File: config.mk
export PLATFORM = sky130hd
export DESIGN_NAME = twbpe_engine
export DESIGN_NICKNAME = d
export VERILOG_FILES = /design/src/twbpe_pkg.sv /design/src/twbpe_engine.sv
export SDC_FILE = /design/constraint.sdc
export NUM_CORES = 1
export LEC_CHECK = 0
export BUFFER_PORTS_ARGS = -buffer_cell sky130_fd_sc_hd__buf_2
export CORE_AREA = 2 2 146 148
export CTS_CLUSTER_SIZE = 20
export DETAILED_ROUTE_END_ITERATION = 6
export DIE_AREA = 0 0 148 150
export PLACE_DENSITY_LB_ADDON = 0.15
export SYNTH_ARGS = -nofsm -noshare
export SYNTH_HDL_FRONTEND = slang
export SYNTH_SLANG_ARGS = --single-unit
File: constraint.sdc
create_clock -name core_clk -period 4.75 [get_ports core_clk]
set_clock_uncertainty 0.2 [all_clocks]
set_input_delay 0.95 -clock core_clk [delete_from_list [all_inputs] [get_ports core_clk]]
set_output_delay 0.95 -clock core_clk [all_outputs]
set_load 0.05 [all_outputs]
File: src/twbpe_pkg.sv
// package for the two-wire bus protocol engine: constants, states and carriers
`default_nettype none
package twbpe_pkg;
    localparam int          SYNC_STAGES  = 2;
    localparam int          BIT_CNT_W    = 4;
    localparam logic [3:0]  BITS_PER_PKT = 4'h9;
    localparam logic [3:0]  ACK_BIT_IDX  = 4'h8;
    localparam logic [15:0] LOW_CNT_RST  = 16'h0000;
    localparam logic [7:0]  BYTE_RST     = 8'h00;
    localparam int          T_LOW_NS     = 4800;
    localparam int          T_HIGH_NS    = 4000;
    localparam int          CLK_NS       = 8;
    localparam int          LOW_CYC      = (T_LOW_NS + CLK_NS - 1) / CLK_NS;
    localparam int          HIGH_CYC     = (T_HIGH_NS + CLK_NS - 1) / CLK_NS;

    typedef enum logic [3:0] {
        TWBPE_IDLE    = 4'b0000,
        TWBPE_START   = 4'b0001,
        TWBPE_LOW     = 4'b0010,
        TWBPE_HIGH    = 4'b0011,
        TWBPE_STRETCH = 4'b0100,
        TWBPE_STOP_A  = 4'b0101,
        TWBPE_STOP_B  = 4'b0110,
        TWBPE_LOST    = 4'b0111,
        TWBPE_RSTART  = 4'b1000
    } twbpe_state_t;

    typedef struct packed {
        logic       start;
        logic [6:0] addr;
        logic       read;
    } twbpe_cmd_t;

    typedef struct packed {
        logic       last;
        logic [7:0] data;
    } twbpe_word_t;

    typedef struct packed {
        logic scl_o;
        logic scl_oe;
        logic sda_o;
        logic sda_oe;
    } twbpe_pins_t;
endpackage
`default_nettype wire

File: src/twbpe_engine.sv
// two-wire bus master protocol engine with transmit fifo and line sampling
`default_nettype none

// ****************************************************************
// fifo
// ****************************************************************
module twbpe_fifo #(
    parameter int WIDTH = 9,
    parameter int DEPTH = 16
) (
    // clock and reset
    input  wire logic             core_clk,
    input  wire logic             rst_n,
    // fill side
    input  wire logic             in_valid,
    input  wire logic [WIDTH-1:0] in_data,
    output logic                  in_ready,
    // drain side
    output logic                  out_valid,
    output logic      [WIDTH-1:0] out_data,
    input  wire logic             out_ready
);
    localparam int AW = $clog2(DEPTH);
    logic [WIDTH-1:0] mem_reg [DEPTH];
    logic [AW-1:0]    wp_reg, wp_next, rp_reg, rp_next;
    logic [AW:0]      cnt_reg, cnt_next;
    logic             push, pop;

    always_comb begin
        push     = in_valid && in_ready;
        pop      = out_valid && out_ready;
        wp_next  = push ? wp_reg + 1'b1 : wp_reg;
        rp_next  = pop ? rp_reg + 1'b1 : rp_reg;
        cnt_next = cnt_reg + (AW+1)'(push) - (AW+1)'(pop);
    end

    always_ff @(posedge core_clk or negedge rst_n) begin
        if (!rst_n) begin
            wp_reg  <= '0;
            rp_reg  <= '0;
            cnt_reg <= '0;
        end else begin
            wp_reg  <= wp_next;
            rp_reg  <= rp_next;
            cnt_reg <= cnt_next;
        end
    end

    always_ff @(posedge core_clk) begin
        if (push) begin
            mem_reg[wp_reg] <= in_data;
        end
    end

    assign in_ready  = cnt_reg != (AW+1)'(DEPTH);
    assign out_valid = cnt_reg != '0;
    assign out_data  = mem_reg[rp_reg];
endmodule

// ****************************************************************
// engine
// ****************************************************************
module twbpe_engine #(
    parameter int LOW_CYCLES  = twbpe_pkg::LOW_CYC,
    parameter int HIGH_CYCLES = twbpe_pkg::HIGH_CYC,
    parameter int FIFO_DEPTH  = 16
) (
    // clock and reset
    input  wire logic                  core_clk,
    input  wire logic                  rst_n,
    // command: address and direction
    input  wire twbpe_pkg::twbpe_cmd_t cmd,
    output logic                       cmd_ready,
    // write data stream
    input  wire logic                  wr_valid,
    input  wire twbpe_pkg::twbpe_word_t wr_word,
    output logic                       wr_ready,
    // read data stream
    output logic                       rd_valid,
    output logic [7:0]                 rd_data,
    // status
    output logic                       nack_seen,
    output logic                       arb_lost,
    output logic                       bus_busy,
    output logic                       conflict,
    // bus pins
    input  wire logic                  scl_i,
    input  wire logic                  sda_i,
    output twbpe_pkg::twbpe_pins_t     pins
);
    // ************************************************************
    // line sampling
    // ************************************************************
    logic [1:0] scl_sync_reg, sda_sync_reg;
    logic       scl_d_reg, sda_d_reg;
    logic       scl_s, sda_s, scl_fall, start_det, stop_det;

    always_ff @(posedge core_clk or negedge rst_n) begin
        if (!rst_n) begin
            scl_sync_reg <= 2'h3;
            sda_sync_reg <= 2'h3;
            scl_d_reg    <= 1'b1;
            sda_d_reg    <= 1'b1;
        end else begin
            scl_sync_reg <= {scl_sync_reg[0], scl_i};
            sda_sync_reg <= {sda_sync_reg[0], sda_i};
            scl_d_reg    <= scl_sync_reg[1];
            sda_d_reg    <= sda_sync_reg[1];
        end
    end

    always_comb begin
        scl_s     = scl_sync_reg[1];
        sda_s     = sda_sync_reg[1];
        scl_fall  = scl_d_reg && !scl_s;
        start_det = scl_s && scl_d_reg && sda_d_reg && !sda_s;
        stop_det  = scl_s && scl_d_reg && !sda_d_reg && sda_s;
    end

    // ************************************************************
    // transmit fifo
    // ************************************************************
    logic        f_valid, f_ready;
    logic [8:0]  f_data;

    twbpe_fifo #(.WIDTH(9), .DEPTH(FIFO_DEPTH)) twbpe_fifo_inst (
        .core_clk  (core_clk),
        .rst_n     (rst_n),
        .in_valid  (wr_valid),
        .in_data   (wr_word),
        .in_ready  (wr_ready),
        .out_valid (f_valid),
        .out_data  (f_data),
        .out_ready (f_ready)
    );

    // ************************************************************
    // protocol state
    // ************************************************************
    twbpe_pkg::twbpe_state_t st_reg, st_next;
    logic [15:0] tmr_reg, tmr_next;
    logic [3:0]  bit_reg, bit_next;
    logic [7:0]  sh_reg, sh_next;
    logic        rd_reg, rd_next, last_reg, last_next, addr_reg, addr_next;
    logic        busy_reg, busy_next, arb_reg, arb_next, nack_reg, nack_next;
    logic        conf_reg, conf_next, rv_reg, rv_next;
    logic [7:0]  rdd_reg, rdd_next;
    logic        scl_oe_reg, scl_oe_next, sda_oe_reg, sda_oe_next;
    logic        cmdr_reg, cmdr_next, hold_reg, hold_next;
    logic        drive_bit;

    always_comb begin
        st_next     = st_reg;
        tmr_next    = tmr_reg;
        bit_next    = bit_reg;
        sh_next     = sh_reg;
        rd_next     = rd_reg;
        last_next   = last_reg;
        addr_next   = addr_reg;
        arb_next    = arb_reg;
        nack_next   = nack_reg;
        conf_next   = 1'b0;
        rv_next     = 1'b0;
        rdd_next    = rdd_reg;
        scl_oe_next = scl_oe_reg;
        sda_oe_next = sda_oe_reg;
        f_ready     = 1'b0;
        hold_next   = hold_reg;
        drive_bit   = 1'b1;
        // any start seen on the bus, our own included, marks the bus busy, stop frees it
        busy_next   = start_det ? 1'b1 : (stop_det ? 1'b0 : busy_reg);
        if (bit_reg < twbpe_pkg::ACK_BIT_IDX) begin
            drive_bit = (addr_reg || !rd_reg) ? sh_reg[7] : 1'b1;
        end else begin
            // a pending repeated start ends the read: nack so the slave lets go of sda
            drive_bit = (rd_reg && !addr_reg) ? (last_reg || cmd.start) : 1'b1;
        end
        cmdr_next = (st_reg == twbpe_pkg::TWBPE_IDLE) && !busy_reg && !cmd.start;
        case (st_reg)
            twbpe_pkg::TWBPE_IDLE: begin
                if (cmd.start && !busy_reg && !start_det && scl_s && sda_s) begin
                    sh_next     = {cmd.addr, cmd.read};
                    rd_next     = cmd.read;
                    addr_next   = 1'b1;
                    bit_next    = '0;
                    arb_next    = 1'b0;
                    nack_next   = 1'b0;
                    hold_next   = 1'b0;
                    sda_oe_next = 1'b1;
                    tmr_next    = 16'(HIGH_CYCLES);
                    st_next     = twbpe_pkg::TWBPE_START;
                end
            end
            twbpe_pkg::TWBPE_RSTART: begin
                // scl high, sda released: drop sda to mark repeated start
                if (scl_s && tmr_reg == '0) begin
                    sda_oe_next = 1'b1;
                    tmr_next    = 16'(HIGH_CYCLES);
                    st_next     = twbpe_pkg::TWBPE_START;
                end else if (scl_s) begin
                    tmr_next = tmr_reg - 16'h0001;
                end
            end
            twbpe_pkg::TWBPE_START: begin
                if (tmr_reg == '0) begin
                    scl_oe_next = 1'b1;
                    tmr_next    = 16'(LOW_CYCLES);
                    st_next     = twbpe_pkg::TWBPE_LOW;
                end else begin
                    tmr_next = tmr_reg - 16'h0001;
                end
            end
            twbpe_pkg::TWBPE_LOW: begin
                // data changes only in the low phase
                sda_oe_next = !drive_bit;
                if (tmr_reg == '0) begin
                    scl_oe_next = 1'b0;
                    st_next     = twbpe_pkg::TWBPE_STRETCH;
                end else begin
                    tmr_next = tmr_reg - 16'h0001;
                end
            end
            twbpe_pkg::TWBPE_STRETCH: begin
                // wait while anyone else holds scl low
                if (scl_s) begin
                    tmr_next = 16'(HIGH_CYCLES);
                    st_next  = twbpe_pkg::TWBPE_HIGH;
                end
            end
            twbpe_pkg::TWBPE_HIGH: begin
                if (start_det || stop_det) begin
                    conf_next   = 1'b1;
                    arb_next    = 1'b1;
                    sda_oe_next = 1'b0;
                    st_next     = twbpe_pkg::TWBPE_LOST;
                end else if (!scl_s) begin
                    // somebody else ended our high phase early
                    tmr_next = 16'(LOW_CYCLES);
                    st_next  = twbpe_pkg::TWBPE_LOW;
                end else if (!sda_oe_reg && !sda_s
                             && ((bit_reg < twbpe_pkg::ACK_BIT_IDX)
                             == (addr_reg || !rd_reg))) begin
                    arb_next    = 1'b1;
                    sda_oe_next = 1'b0;
                    st_next     = twbpe_pkg::TWBPE_LOST;
                end else if (tmr_reg == '0) begin
                    scl_oe_next = 1'b1;
                    tmr_next    = 16'(LOW_CYCLES);
                    st_next     = twbpe_pkg::TWBPE_LOW;
                    if (bit_reg == twbpe_pkg::ACK_BIT_IDX) begin
                        bit_next  = '0;
                        addr_next = 1'b0;
                        if (rd_reg && !addr_reg) begin
                            rv_next  = 1'b1;
                            rdd_next = sh_reg;
                        end
                        if (!rd_reg || addr_reg) begin
                            nack_next = sda_s;
                        end
                        // byte-level decision point: stop, load the next byte, stall for data or repeated start
                        if (sda_s && (!rd_reg || addr_reg)) begin
                            st_next = twbpe_pkg::TWBPE_STOP_A;
                        end else if (rd_reg && !addr_reg && last_reg) begin
                            st_next = twbpe_pkg::TWBPE_STOP_A;
                        end else if (!rd_reg && f_valid) begin
                            f_ready   = 1'b1;
                            sh_next   = f_data[7:0];
                            last_next = f_data[8];
                        end else if (!rd_reg && (last_reg || addr_reg)) begin
                            st_next = twbpe_pkg::TWBPE_STOP_A;
                        end else if (!rd_reg) begin
                            // no data yet: stretch before the next byte
                            bit_next = twbpe_pkg::ACK_BIT_IDX;
                            tmr_next = '0;
                            st_next  = twbpe_pkg::TWBPE_LOW;
                            hold_next = !cmd.start;
                            if (cmd.start) begin
                                st_next = twbpe_pkg::TWBPE_RSTART;
                            end
                        end else begin
                            last_next = 1'b0;
                        end
                        if (rd_reg && !addr_reg && cmd.start) begin
                            st_next = twbpe_pkg::TWBPE_RSTART;
                        end
                    end else begin
                        bit_next = bit_reg + 4'h1;
                        sh_next  = {sh_reg[6:0], sda_s};
                    end
                end else begin
                    tmr_next = tmr_reg - 16'h0001;
                end
            end
            twbpe_pkg::TWBPE_STOP_A: begin
                // low phase with sda pulled, then release scl
                sda_oe_next = 1'b1;
                if (tmr_reg == '0) begin
                    scl_oe_next = 1'b0;
                    if (scl_s) begin
                        tmr_next = 16'(HIGH_CYCLES);
                        st_next  = twbpe_pkg::TWBPE_STOP_B;
                    end
                end else begin
                    tmr_next = tmr_reg - 16'h0001;
                end
            end
            twbpe_pkg::TWBPE_STOP_B: begin
                if (tmr_reg == '0) begin
                    sda_oe_next = 1'b0;
                    last_next   = 1'b0;
                    st_next     = twbpe_pkg::TWBPE_IDLE;
                end else begin
                    tmr_next = tmr_reg - 16'h0001;
                end
            end
            twbpe_pkg::TWBPE_LOST: begin
                scl_oe_next = 1'b0;
                sda_oe_next = 1'b0;
                if (stop_det) begin
                    st_next = twbpe_pkg::TWBPE_IDLE;
                end
            end
            default: begin
                st_next = twbpe_pkg::TWBPE_IDLE;
            end
        endcase
        // stalled write: scl stays low until the next byte is queued or a repeated start is requested
        if (st_reg == twbpe_pkg::TWBPE_LOW && hold_reg && tmr_reg == '0) begin
            scl_oe_next = 1'b1;
            st_next     = twbpe_pkg::TWBPE_LOW;
            if (f_valid) begin
                f_ready   = 1'b1;
                sh_next   = f_data[7:0];
                last_next = f_data[8];
                bit_next  = '0;
                tmr_next  = 16'(LOW_CYCLES);
                hold_next = 1'b0;
            end else if (cmd.start) begin
                st_next   = twbpe_pkg::TWBPE_RSTART;
                hold_next = 1'b0;
            end
        end
        if (st_next == twbpe_pkg::TWBPE_RSTART && st_reg != twbpe_pkg::TWBPE_RSTART) begin
            sh_next   = {cmd.addr, cmd.read};
            rd_next   = cmd.read;
            addr_next = 1'b1;
            bit_next  = '0;
            tmr_next  = 16'(LOW_CYCLES);
        end
        if (st_reg == twbpe_pkg::TWBPE_RSTART && !scl_s) begin
            sda_oe_next = 1'b0;
            scl_oe_next = (tmr_reg != '0);
            tmr_next    = (tmr_reg == '0) ? tmr_reg : tmr_reg - 16'h0001;
        end
    end

    always_ff @(posedge core_clk or negedge rst_n) begin
        if (!rst_n) begin
            st_reg     <= twbpe_pkg::TWBPE_IDLE;
            tmr_reg    <= twbpe_pkg::LOW_CNT_RST;
            bit_reg    <= '0;
            sh_reg     <= twbpe_pkg::BYTE_RST;
            rd_reg     <= 1'b0;
            last_reg   <= 1'b0;
            addr_reg   <= 1'b0;
            busy_reg   <= 1'b0;
            arb_reg    <= 1'b0;
            nack_reg   <= 1'b0;
            conf_reg   <= 1'b0;
            rv_reg     <= 1'b0;
            rdd_reg    <= twbpe_pkg::BYTE_RST;
            scl_oe_reg <= 1'b0;
            sda_oe_reg <= 1'b0;
            cmdr_reg   <= 1'b0;
            hold_reg   <= 1'b0;
        end else begin
            st_reg     <= st_next;
            tmr_reg    <= tmr_next;
            bit_reg    <= bit_next;
            sh_reg     <= sh_next;
            rd_reg     <= rd_next;
            last_reg   <= last_next;
            addr_reg   <= addr_next;
            busy_reg   <= busy_next;
            arb_reg    <= arb_next;
            nack_reg   <= nack_next;
            conf_reg   <= conf_next;
            rv_reg     <= rv_next;
            rdd_reg    <= rdd_next;
            scl_oe_reg <= scl_oe_next;
            sda_oe_reg <= sda_oe_next;
            cmdr_reg   <= cmdr_next;
            hold_reg   <= hold_next;
        end
    end

    assign cmd_ready   = cmdr_reg;
    assign rd_valid    = rv_reg;
    assign rd_data     = rdd_reg;
    assign nack_seen   = nack_reg;
    assign arb_lost    = arb_reg;
    assign bus_busy    = busy_reg;
    assign conflict    = conf_reg;
    assign pins.scl_o  = 1'b0;
    assign pins.sda_o  = 1'b0;
    assign pins.scl_oe = scl_oe_reg;
    assign pins.sda_oe = sda_oe_reg;

    // ************************************************************
    // checks
    // ************************************************************
    sda_stable_a: assert property (@(posedge core_clk) disable iff (!rst_n)
        (st_reg == twbpe_pkg::TWBPE_HIGH && st_next == twbpe_pkg::TWBPE_HIGH)
        |-> sda_oe_next == sda_oe_reg)
        else $error("sda changed during scl high");
    lost_release_a: assert property (@(posedge core_clk) disable iff (!rst_n)
        $rose(arb_reg) && !conf_reg |=> !sda_oe_reg ##1 !sda_oe_reg)
        else $error("sda still driven after arbitration loss");
    idle_start_a: assert property (@(posedge core_clk) disable iff (!rst_n)
        st_reg == twbpe_pkg::TWBPE_IDLE && busy_reg |=> st_reg == twbpe_pkg::TWBPE_IDLE)
        else $error("start while bus busy");
    wait_high_a: assert property (@(posedge core_clk) disable iff (!rst_n)
        st_reg == twbpe_pkg::TWBPE_STRETCH && !scl_s |=> st_reg != twbpe_pkg::TWBPE_HIGH)
        else $error("high phase began with scl low");
    release_low_a: assert property (@(posedge core_clk) disable iff (!rst_n)
        st_reg == twbpe_pkg::TWBPE_LOW && tmr_reg == '0 && !hold_reg |=> !scl_oe_reg)
        else $error("scl not released after low period");
    lost_passive_a: assert property (@(posedge core_clk) disable iff (!rst_n)
        st_reg == twbpe_pkg::TWBPE_LOST ##1 st_reg == twbpe_pkg::TWBPE_LOST
        |-> !scl_oe_reg && !sda_oe_reg)
        else $error("lines driven while passive");
    stop_rise_a: assert property (@(posedge core_clk) disable iff (!rst_n)
        st_reg == twbpe_pkg::TWBPE_STOP_B && st_next == twbpe_pkg::TWBPE_IDLE
        |-> scl_s && !scl_oe_reg)
        else $error("stop without scl high");
    start_fall_a: assert property (@(posedge core_clk) disable iff (!rst_n)
        st_reg == twbpe_pkg::TWBPE_IDLE && st_next == twbpe_pkg::TWBPE_START
        |-> scl_s && sda_s && !scl_oe_reg)
        else $error("start without idle lines");
endmodule
`default_nettype wire

==> results of run 1 <==
[per-stage QoR]
step	std cells	worst slack [ns]
2_1_floorplan	918	1.14
3_3_place_gp	1193	0.944
3_5_place_dp	1193	0.810
4_1_cts	1237	0.795
5_1_grt	1237	0.478
6_report	1237	0.784
[layer usage]
metal	vias up	wire, um	GRT usage [%]
li1	3585	-	-
met1	3846	11600	36.1
met2	326	13200	41.2
met3	78	2060	4.60
met4	0	1080	9.62
met5	-	0	0
[power by group through the flow]
stage	logic [mW]	clock network, mW	registers (mW)
finish	1.96	1.75	2.62
global route	2.16	1.86	2.66
floorplan	1.53	0	2.52
CTS	1.95	1.79	2.61
global placement	1.92	0	2.64
detailed placement	1.93	0	2.65
[final cells by class]
type / count / area share [%]
clock buffer: 25 / 4.88
clock inverter: 19 / 1.17
inverter: 38 / 1.15
multi-input combinational: 603 / 37.6
sequential: 215 / 49.4
tap: 275 / 2.78
timing repair buffer: 62 / 3.09
[worst max-delay path, stage by stage (launching register included)]
cell,delay (ns)
dfrtp_1,0.46
inv_1,0.15
ha_1,0.34
nor4b_1,0.35
nand4_2,0.13
buf_4,0.22
or3_1,0.45
a21oi_1,0.20
ha_1,0.26
inv_1,0.06
ha_1,0.15
inv_1,0.06
fa_1,0.42
inv_1,0.07
a21oi_1,0.06
nor2_1,0.09
nor2_1,0.06
xnor2_1,0.11
[synthesized netlist by cell type, types with 11 or more instances]
library cell,n,area (um2)
o21ai_0,47,235
a21oi_1,61,305
nand2_1,66,248
nor4_1,12,75.1
ha_1,16,200
and2_1,12,75.1
dfrtp_1,65,1630
a31oi_1,13,81.3
clkbuf_1,36,135
nor2b_1,11,68.8
mux4_2,44,991
xnor2_1,19,166
nand3_1,18,90.1
nor3_1,19,95.1
edfxtp_1,144,4320
inv_1,35,131
nor2_1,69,259
[kinds of logic (layout without fill, tap and decap cells)]
group | Yosys count | count (layout) | synth area share, %
mux | 54 | 54 | 9.88
xor+xnor | 28 | 28 | 2.26
buf+inv | 100 | 144 | 3.91
other cells | 1 | 2 | 0.0336
simple gates | 259 | 259 | 12.4
fa+ha+maj | 17 | 17 | 1.97
compound gates | 243 | 243 | 14.8
flops | 215 | 215 | 54.7
[final timing paths]
check                      slack [ns]                               endpoint                       from  cells past startpoint
setup / recovery                 0.78   twbpe_fifo_inst.cnt_reg[4]$_DFF_PN0_       tmr_reg[0]$_DFF_PN0_                     17
hold / removal                   0.15              scl_sync_reg[1]$_DFF_PN1_  scl_sync_reg[0]$_DFF_PN1_                      0
setup reg to reg                 0.78   twbpe_fifo_inst.cnt_reg[4]$_DFF_PN0_       tmr_reg[0]$_DFF_PN0_                     17
hold reg to reg                  0.15              scl_sync_reg[1]$_DFF_PN1_  scl_sync_reg[0]$_DFF_PN1_                      0
max in group asynchronous        3.31  twbpe_fifo_inst.rp_reg[0]$_DFFE_PN0P_                      rst_n                      1
min in group asynchronous        0.38                   tmr_reg[8]$_DFF_PN0_                      rst_n                      1
==> flow_summary.toml, run 1 <==
[timing]
finalHoldViolCount = 0
max_slew.worst_pin.slew_ns = 1.06
fmax_mhz = 252
final.hold.worst_slack_ns = 0.149
finalSetupViolCount = 0
final.setup.tns_ns = 0
post-route-min-period_ns = 3.97
max_slew_margin_pct = 29.1
maxSlewViolCount = 0
post-route-period-util_pct = 83.5
rsz_0062_raised_after_global_routing = "false"

[critical_path]
worst-setup-path-type = "reg2reg"
critical_path_required_ns = 4.95
critPathArrivalTime_ns = 4.17
crit_fanout = 8
worst_setup_path_start_kind = "flip-flop"
crit_path_end_kind = "flip-flop"

[clocking]
cts_tree = "yes"
clock_insertion_delay_worst_skew_ns = 0.53
h-tree-depth = 1
clkSinkCount = 215
cts-root-buf = "clkbuf_16"
postCtsHoldBufs = 0
post-cts-setup-buffer-count = 0
postCtsResizedCells = 0
clock_tree.buffer_depth = 3
cts_made_buffers = 24
clk_pin_slew_ns = 0.06

[pwr]
seqPwrFrac_pct = 41.3
static_leakage_nw = 4.51
power_switching_share_pct = 35.6
finalPower_mw = 6.33
p_switching_mw = 2.25
vdd.ir_drop.worst_mv = 0.366
clock_power_share_pct = 27.6
comb_power_share_pct = 31.0
p_per_area_mw_per_mm2 = 511
intPower_mw = 4.07

[die]
core.rowCount = 53
core_mm2 = 0.0207
die_area_mm2 = 0.0222
floorplan.io_pins = 42
dieWidth_um = 148
chipHeight_um = 150
initial_utilization_pct = 54.0

[yosys]
synth_edf_count = 144
synth_sequential_area_ratio_pct = 54.7
ys.flop_type = "edfxtp_1"
synthesized_area_per_cell_um2 = 12.2
yosys_warnings = 0
synth-seq-cells = 215
netlist_area_mm2 = 0.0112
synth.distinct_cells = 90
synth-async-reset-ratio_pct = 33.0
netlist_instances = 917

[layout]
num_antenna_cells = 0
finish.net_count = 984
finish.utilization_pct = 59.8
layout.cells.most_common = "edfxtp_1"
largest_register_ffs = 144
layout_cells_sized_above_1_pct = 19.8
multiInputGateArea_mm2 = 0.00465
synthToLayoutAreaGrowth_pct = 10.9
regArea_mm2 = 0.00611
fillerInstances = 1697
most-common-layout-cells = "144 x edfxtp_1, 69 x nor2_1, 66 x nand2_1, 64 x dfrtp_1, 61 x a21oi_1"
layout.cell_area.non_filler_mm2 = 0.0124

[route]
drt_pass1_iterations = 5
routed-via-count = 7835
detail_route.iter0.violations = 741
postRouteAntennaNets = 0
drt_drc = 0
routed_wire_length_per_instance_um = 22.6
finalWirelength_mm = 28.0
via_count_normalized_by_instance_count = 6.33

[hold_path]
hp-class = "reg2reg"

[placed_design]
dpl-instance-area_mm2 = 0.0116
numPortBuffers = 39
rd_place_congestion = 0.928
dp_hpwl_mm = 18.8

[global_route]
initial_antenna_violation_count = 0
number_of_global_route_vias_before_repair = 7530
globalRouteTotalUtil_pct = 26.0
maximum_number_of_pins_on_one_net_before_global_route_repair = 72
grt_first_pass_wirelength_mm = 44.1
grt.overflow.total = 0

[run]
max_cap_violations = 0

[outcome]
result_of_the_run = "finished, final reports clean"
Power figures use the tool's default switching activity.
==> inputs of run 2 (changes only) <==
Clock period 4.75 ns to 4 ns, I/O delays scaled along.
==> flow_summary.toml, run 2 (synthesis gave the netlist of run 1 again) <==
[clocking]
cts-root-buf = "clkbuf_16"
clock_insertion_delay_worst_skew_ns = 0.52
clock_tree.buffer_depth = 3
cts_tree = "yes"
clk_pin_slew_ns = 0.06
h-tree-depth = 1
cts_made_buffers = 23
clkSinkCount = 215

[hold_path]
worstHoldStart = "scl_sync_reg[0]$_DFF_PN1_"
hp-class = "reg2reg"
worst_hold_path.endpoint = "scl_sync_reg[1]$_DFF_PN1_"
whs_path_depth = 0

[critical_path]
crit_fanout = 6
critPathArrivalTime_ns = 3.96
reg2reg_setup_slack_ns = 0.24
crit_path_end_kind = "flip-flop"
critical_path_required_ns = 4.20
worst_setup_path_start_kind = "flip-flop"
worst-setup-path-type = "reg2reg"
reg2regPathDepth = 16
regToRegStartpoint = "tmr_reg[0]$_DFF_PN0_"
rr_endpoint = "twbpe_fifo_inst.cnt_reg[4]$_DFF_PN0_"

[placed_design]
numPortBuffers = 39
dpl-instance-area_mm2 = 0.0117
post-place-ws_ns = 0.272
rd_place_congestion = 0.951
dp_hpwl_mm = 18.8

[timing]
finalSetupViolCount = 0
final.setup.tns_ns = 0
post-route-period-util_pct = 94.0
fmax_mhz = 266
max_slew_margin_pct = 36.6
finalHoldViolCount = 0
finalWorstSetupSlack_ns = 0.239
maxSlewViolCount = 0
max_slew.worst_pin.slew_ns = 0.950
post-route-min-period_ns = 3.76

[die]
chipHeight_um = 150
initial_utilization_pct = 54.0
core.rowCount = 53
core_mm2 = 0.0207
floorplan.io_pins = 42
die_area_mm2 = 0.0222
dieWidth_um = 148

[pwr]
p_switching_mw = 2.67
comb_power_share_pct = 31.5
seqPwrFrac_pct = 39.9
vdd.ir_drop.worst_mv = 0.491
intPower_mw = 5.03
static_leakage_nw = 4.60
p_per_area_mw_per_mm2 = 614
power_switching_share_pct = 34.7
clock_power_share_pct = 28.6

[layout]
num_antenna_cells = 0
fillerInstances = 1620
finish.net_count = 999
largest_register_ffs = 144
layout.cells.most_common = "edfxtp_1"
layout.cell_area.non_filler_mm2 = 0.0125
synthToLayoutAreaGrowth_pct = 12.3
most-common-layout-cells = "144 x edfxtp_1, 69 x nor2_1, 66 x nand2_1, 64 x dfrtp_1, 61 x a21oi_1"
layout_cells_sized_above_1_pct = 20.7

[route]
finalWirelength_mm = 28.0
detail_route.iter0.violations = 777
via_count_normalized_by_instance_count = 6.40
drt_pass1_iterations = 5
routed-via-count = 7998
drt_drc = 0
postRouteAntennaNets = 0
routed_wire_length_per_instance_um = 22.4

[global_route]
grt.overflow.total = 0
initial_antenna_violation_count = 0
number_of_global_route_vias_before_repair = 7637
maximum_number_of_pins_on_one_net_before_global_route_repair = 72
grt_first_pass_wirelength_mm = 44.5
globalRouteTotalUtil_pct = 26.0

[run]
max_cap_violations = 0

[outcome]
result_of_the_run = "finished, final reports clean"
==> run 2: cell count changes in the layout (fill, tap and decap cells not counted) <==
cell,change
a211oi_1,-1
buf_4,+16
clkbuf_1,+3
clkinv_1,-1
a211oi_2,+1
bufinv_16,+3
clkinv_8,-1
clkinvlp_4,-1
clkinv_2,-4
inv_16,+1
clkinv_4,-2
clkbuf_16,-1
==> run 2: area by class of cell <==
type | instances | area (um2) | share of cell area, %
well taps | 275 | 344 | 2.74
multi-input cells | 603 | 4660 | 37.1
repair buffers | 78 | 503 | 4.01
flip-flops and latches | 215 | 6110 | 48.7
inverters | 38 | 143 | 1.14
clock inverters | 14 | 190 | 1.52
clock buffers | 27 | 591 | 4.71
==> run 2: routing by layer <==
layer	GRT usage (%)	wire (um)
met5	0	0
met4	9.00	993
met3	3.75	1820
met2	42.2	13500
met1	36.2	11600
==> run 2: worst max-delay path: stages, from the launching register on <==
cell and delay (ns):
dfrtp_1 0.47, inv_1 0.14, ha_1 0.17, nor4b_1 0.30
nand4_2 0.30, or3_1 0.51, a21oi_1 0.23, ha_1 0.26
inv_1 0.05, ha_1 0.15, inv_1 0.06, fa_1 0.42
inv_1 0.07, a21oi_1 0.06, nor2_1 0.08, nor2_1 0.06
xnor2_1 0.12
==> run 2: repair_timing <==
| item | CTS | global route |
|---|---|---|
| hold buffers | 0 | 0 |
| endpoints found under the setup margin | 0 | 1 |
| setup buffers | 0 | 2 |
| gates resized for setup | 0 | 1 |
==> run 2: how the worst max path moves through the flow <==
| stage | cells after the start | slack, ns | start | end |
|---|---|---|---|---|
| floorplan | 17 | 0.39 | tmr_reg[0]$_DFF_PN0_ | twbpe_fifo_inst.cnt_reg[4]$_DFF_PN0_ |
| global placement | 16 | 0.30 | tmr_reg[0]$_DFF_PN0_ | twbpe_fifo_inst.cnt_reg[4]$_DFF_PN0_ |
| detailed placement | 16 | 0.27 | tmr_reg[0]$_DFF_PN0_ | twbpe_fifo_inst.cnt_reg[4]$_DFF_PN0_ |
| CTS | 16 | 0.25 | tmr_reg[0]$_DFF_PN0_ | twbpe_fifo_inst.cnt_reg[4]$_DFF_PN0_ |
| global route | 16 | -0.04 | tmr_reg[0]$_DFF_PN0_ | twbpe_fifo_inst.cnt_reg[4]$_DFF_PN0_ |
| finish | 16 | 0.24 | tmr_reg[0]$_DFF_PN0_ | twbpe_fifo_inst.cnt_reg[4]$_DFF_PN0_ |
==> run 2: power by group through the flow <==
stage | sequential [mW] | combinational, mW | clock [mW]
after floorplan | 3.00 | 1.82 | 0
after global placement | 3.09 | 2.38 | 0
after detailed placement | 3.11 | 2.38 | 0
after CTS | 3.06 | 2.39 | 2.24
after global routing | 3.12 | 2.68 | 2.34
final | 3.07 | 2.43 | 2.20
==> run 2: metrics by stage <==
stage | power (mW) | util (%) | cells | hold WS [ns]
2_1_floorplan | 4.81 | - | 918 | 0.145
3_3_place_gp | 5.47 | 56.7 | 1207 | 0.150
3_5_place_dp | 5.48 | 56.7 | 1207 | 0.155
4_1_cts | 7.70 | 60.5 | 1248 | 0.163
5_1_grt | 8.14 | 60.6 | 1250 | 0.163
6_report | 7.70 | 60.6 | 1250 | 0.162
==> inputs of run 3 (changes only) <==
Settings changed: CORE_AREA 2 2 146 148 to 2 2 147 149, DIE_AREA 0 0 148 150 to 0 0 149 151, SYNTH_HIERARCHICAL from default to 1.
==> flow_summary.toml, run 3 <==
[route]
finalWirelength_mm = 31.9
postRouteAntennaNets = 0
drt_pass1_iterations = 5
routed_wire_length_per_instance_um = 23.7
via_count_normalized_by_instance_count = 6.44
drt_drc = 0
detail_route.iter0.violations = 839
routed-via-count = 8652

[critical_path]
crit_fanout = 7
cpMaxStageDelayCell = "fa_1"
timing.critical_path.slowest_cell_delay_ns = 0.43
regToRegStartpoint = "tmr_reg[1]$_DFF_PN0_"
path_cells = "inv_1 > ha_1 > nor3b_4 > nand3_2 > nor2_4 > inv_2 > nor4_4 > a31o_4 > and2_4 > ha_1 > inv_1 > ha_1 > inv_1 > fa_1 > inv_1 > a21oi_1 > o21bai_1 > xnor2_1"
reg2regPathDepth = 18
critical_path.endpoint = "twbpe_fifo_inst/cnt_reg[4]$_DFF_PN0_"
worst-setup-path-type = "reg2reg"
reg2reg_setup_slack_ns = 0.29
rr_endpoint = "twbpe_fifo_inst/cnt_reg[4]$_DFF_PN0_"
worst_setup_path_startpoint = "tmr_reg[1]$_DFF_PN0_"
crit_path_end_kind = "flip-flop"
critPathArrivalTime_ns = 3.97
critical_path_required_ns = 4.26
critPathMostFrequentCell = "inv_1"
worst_setup_path_start_kind = "flip-flop"

[die]
chipHeight_um = 151
die_area_mm2 = 0.0225
core_mm2 = 0.0208
dieWidth_um = 149
core.rowCount = 53
floorplan.io_pins = 42
initial_utilization_pct = 54.7

[pwr]
seqPwrFrac_pct = 37.5
comb_power_share_pct = 35.6
p_switching_mw = 3.08
p_per_area_mw_per_mm2 = 645
power_switching_share_pct = 37.5
intPower_mw = 5.14
vdd.ir_drop.worst_mv = 0.497
clock_power_share_pct = 26.8
static_leakage_nw = 4.66
finalPower_mw = 8.22

[yosys]
ys.flop_type = "edfxtp_1"
netlist_instances = 1013
synth_xor_xnor_area_share_pct = 1.45
synth.cells.most_frequent = "144 x edfxtp_1, 83 x nand2_1, 66 x nor2_1, 65 x dfrtp_1, 61 x a21oi_1"
synth.distinct_cells = 95
synth.area.top_cells = "edfxtp_1 38%, dfrtp_1 14%, mux4_2 3.6%"
synth_compound_area_share_pct = 17.0
synth_simple_gate_area_share_pct = 14.0
synth-seq-cells = 215
synthesized_area_per_cell_um2 = 11.2
synth-async-reset-ratio_pct = 33.0
synth_most_common_cell = "edfxtp_1"
yosys_warnings = 6
combinational_family_with_the_most_area_after_synthesis = "compound AO/OA/AOI/OAI gates"
yosys.area.top_type = "edfxtp_1"
synth_edf_count = 144
yosys.area.top_type_share_pct = 38.0
synth.mux.area_fraction_pct = 7.31
netlist_area_mm2 = 0.0114
synth_sequential_area_ratio_pct = 53.7
synth_fa_ha_area_share_pct = 1.93

[clocking]
h-tree-depth = 1
cts_tree = "yes"
clk_pin_slew_ns = 0.06
clkSinkCount = 215
cts-root-buf = "clkbuf_16"
clock_tree.buffer_depth = 3
cts_made_buffers = 24
clock_insertion_delay_worst_skew_ns = 0.54

[layout]
layout_cells_sized_above_1_pct = 17.4
finish.utilization_pct = 61.2
finish.net_count = 1090
fillerInstances = 1721
layout.cells.most_common = "edfxtp_1"
num_antenna_cells = 0
synthToLayoutAreaGrowth_pct = 11.9
instances_no_fill = 1343
largest_register_ffs = 144
most-common-layout-cells = "144 x edfxtp_1, 83 x nand2_1, 66 x nor2_1, 64 x dfrtp_1, 61 x a21oi_1"

[global_route]
maximum_number_of_pins_on_one_net_before_global_route_repair = 72
number_of_global_route_vias_before_repair = 8288
grt_first_pass_wirelength_mm = 49.3
initial_antenna_violation_count = 0
globalRouteTotalUtil_pct = 28.9
grt.overflow.total = 0

[timing]
post-route-period-util_pct = 92.7
finalSetupViolCount = 0
fmax_mhz = 270
final.hold.worst_slack_ns = 0.162
max_slew.worst_pin.slew_ns = 0.971
final.setup.tns_ns = 0
rsz_0062_raised_after_global_routing = "false"
post-route-min-period_ns = 3.71
max_slew_margin_pct = 35.0
maxSlewViolCount = 0
finalHoldViolCount = 0

[placed_design]
dp_hpwl_mm = 22.0
numPortBuffers = 39
place_inst = 1297
rd_place_congestion = 0.939

[outcome]
result_of_the_run = "finished, final reports clean"

[run]
max_cap_violations = 0

[hold_path]
hp-class = "reg2reg"
## run 3: changes by cell type in the layout (fill, tap and decap cells not counted), moves of 9 or more
cell / before / now
nand2_1: 66 / 83
mux4_2: 44 / 18
a221oi_1: 9 / 22
mux2_2: 10 / 1
mux2i_1: 0 / 40
o21ai_0: 47 / 56
buf_4: 39 / 49
a22oi_1: 4 / 23
## run 3: metrics by stage
step           worst slack [ns]  area, um2
4_1_cts                  0.0139      12700
5_1_grt                  0.0667      12700
3_3_place_gp              0.145      11900
3_5_place_dp             0.0367      11900
2_1_floorplan             0.262      11400
6_report                  0.290      12700
## run 3: area by class of cell
cell class,count,area [um2],share of cell area (%)
Sequential cell,215,6110,48.0
Timing Repair Buffer,87,558,4.38
Tap cell,275,344,2.70
Clock inverter,11,140,1.10
Clock buffer,33,654,5.14
Multi-Input combinational cell,687,4790,37.6
Inverter,35,133,1.04
## run 3: repair_timing
action / in CTS / in global routing
hold buffers: 0 / 0
gates resized for setup: 0 / 1
setup buffers: 0 / 2
endpoints found under the setup margin: 0 / 1
## run 3: kinds of logic after synthesis
logic type	after synthesis
other	1
buffers and inverters	112
and+or+nand+nor	302
muxes	60
adders and majority gates	17
AOI/OAI and AO/OA	288
xor gates and xnor gates	18
DFF	215
## run 3: power groups by stage
stage	combinational [mW]	clock [mW]	sequential (mW)
2_1_floorplan	2.12	0	2.97
3_3_place_gp	2.83	0	3.10
3_5_place_dp	2.85	0	3.12
4_1_cts	2.86	2.24	3.07
5_1_grt	3.16	2.33	3.13
6_report	2.93	2.21	3.08
## run 3: per-layer routing
metal | part of all wire (%) | routed length [um] | vias up | global-route usage (%)
li1 | - | - | 3954 | -
met1 | 41 | 13200 | 4219 | 38.7
met2 | 47 | 15000 | 386 | 47.3
met3 | 6.4 | 2060 | 93 | 4.10
met4 | 5.1 | 1610 | 0 | 13.2
met5 | 0 | 0 | - | 0
## run 3: worst min path at each step
stage	end	from	slack [ns]	depth (start not counted)
2_1_floorplan	scl_sync_reg[1]$_DFF_PN1_	scl_sync_reg[0]$_DFF_PN1_	0.15	0
3_3_place_gp	sda_sync_reg[1]$_DFF_PN1_	sda_sync_reg[0]$_DFF_PN1_	0.16	0
3_5_place_dp	sda_sync_reg[1]$_DFF_PN1_	sda_sync_reg[0]$_DFF_PN1_	0.16	0
4_1_cts	scl_sync_reg[0]$_DFF_PN1_	scl_i	0.15	1
5_1_grt	scl_sync_reg[0]$_DFF_PN1_	scl_i	0.15	1
6_report	sda_sync_reg[1]$_DFF_PN1_	sda_sync_reg[0]$_DFF_PN1_	0.16	0
## run 3: critical path, delay by kind of cell (launching register included)
family,cells,cell delay [ns]
AOI/OAI and AO/OA,3,0.47
xor gates and xnor gates,1,0.13
adders and majority gates,4,1.05
buffers and inverters,5,0.35
DFF,1,0.42
and+or+nand+nor,5,1.00
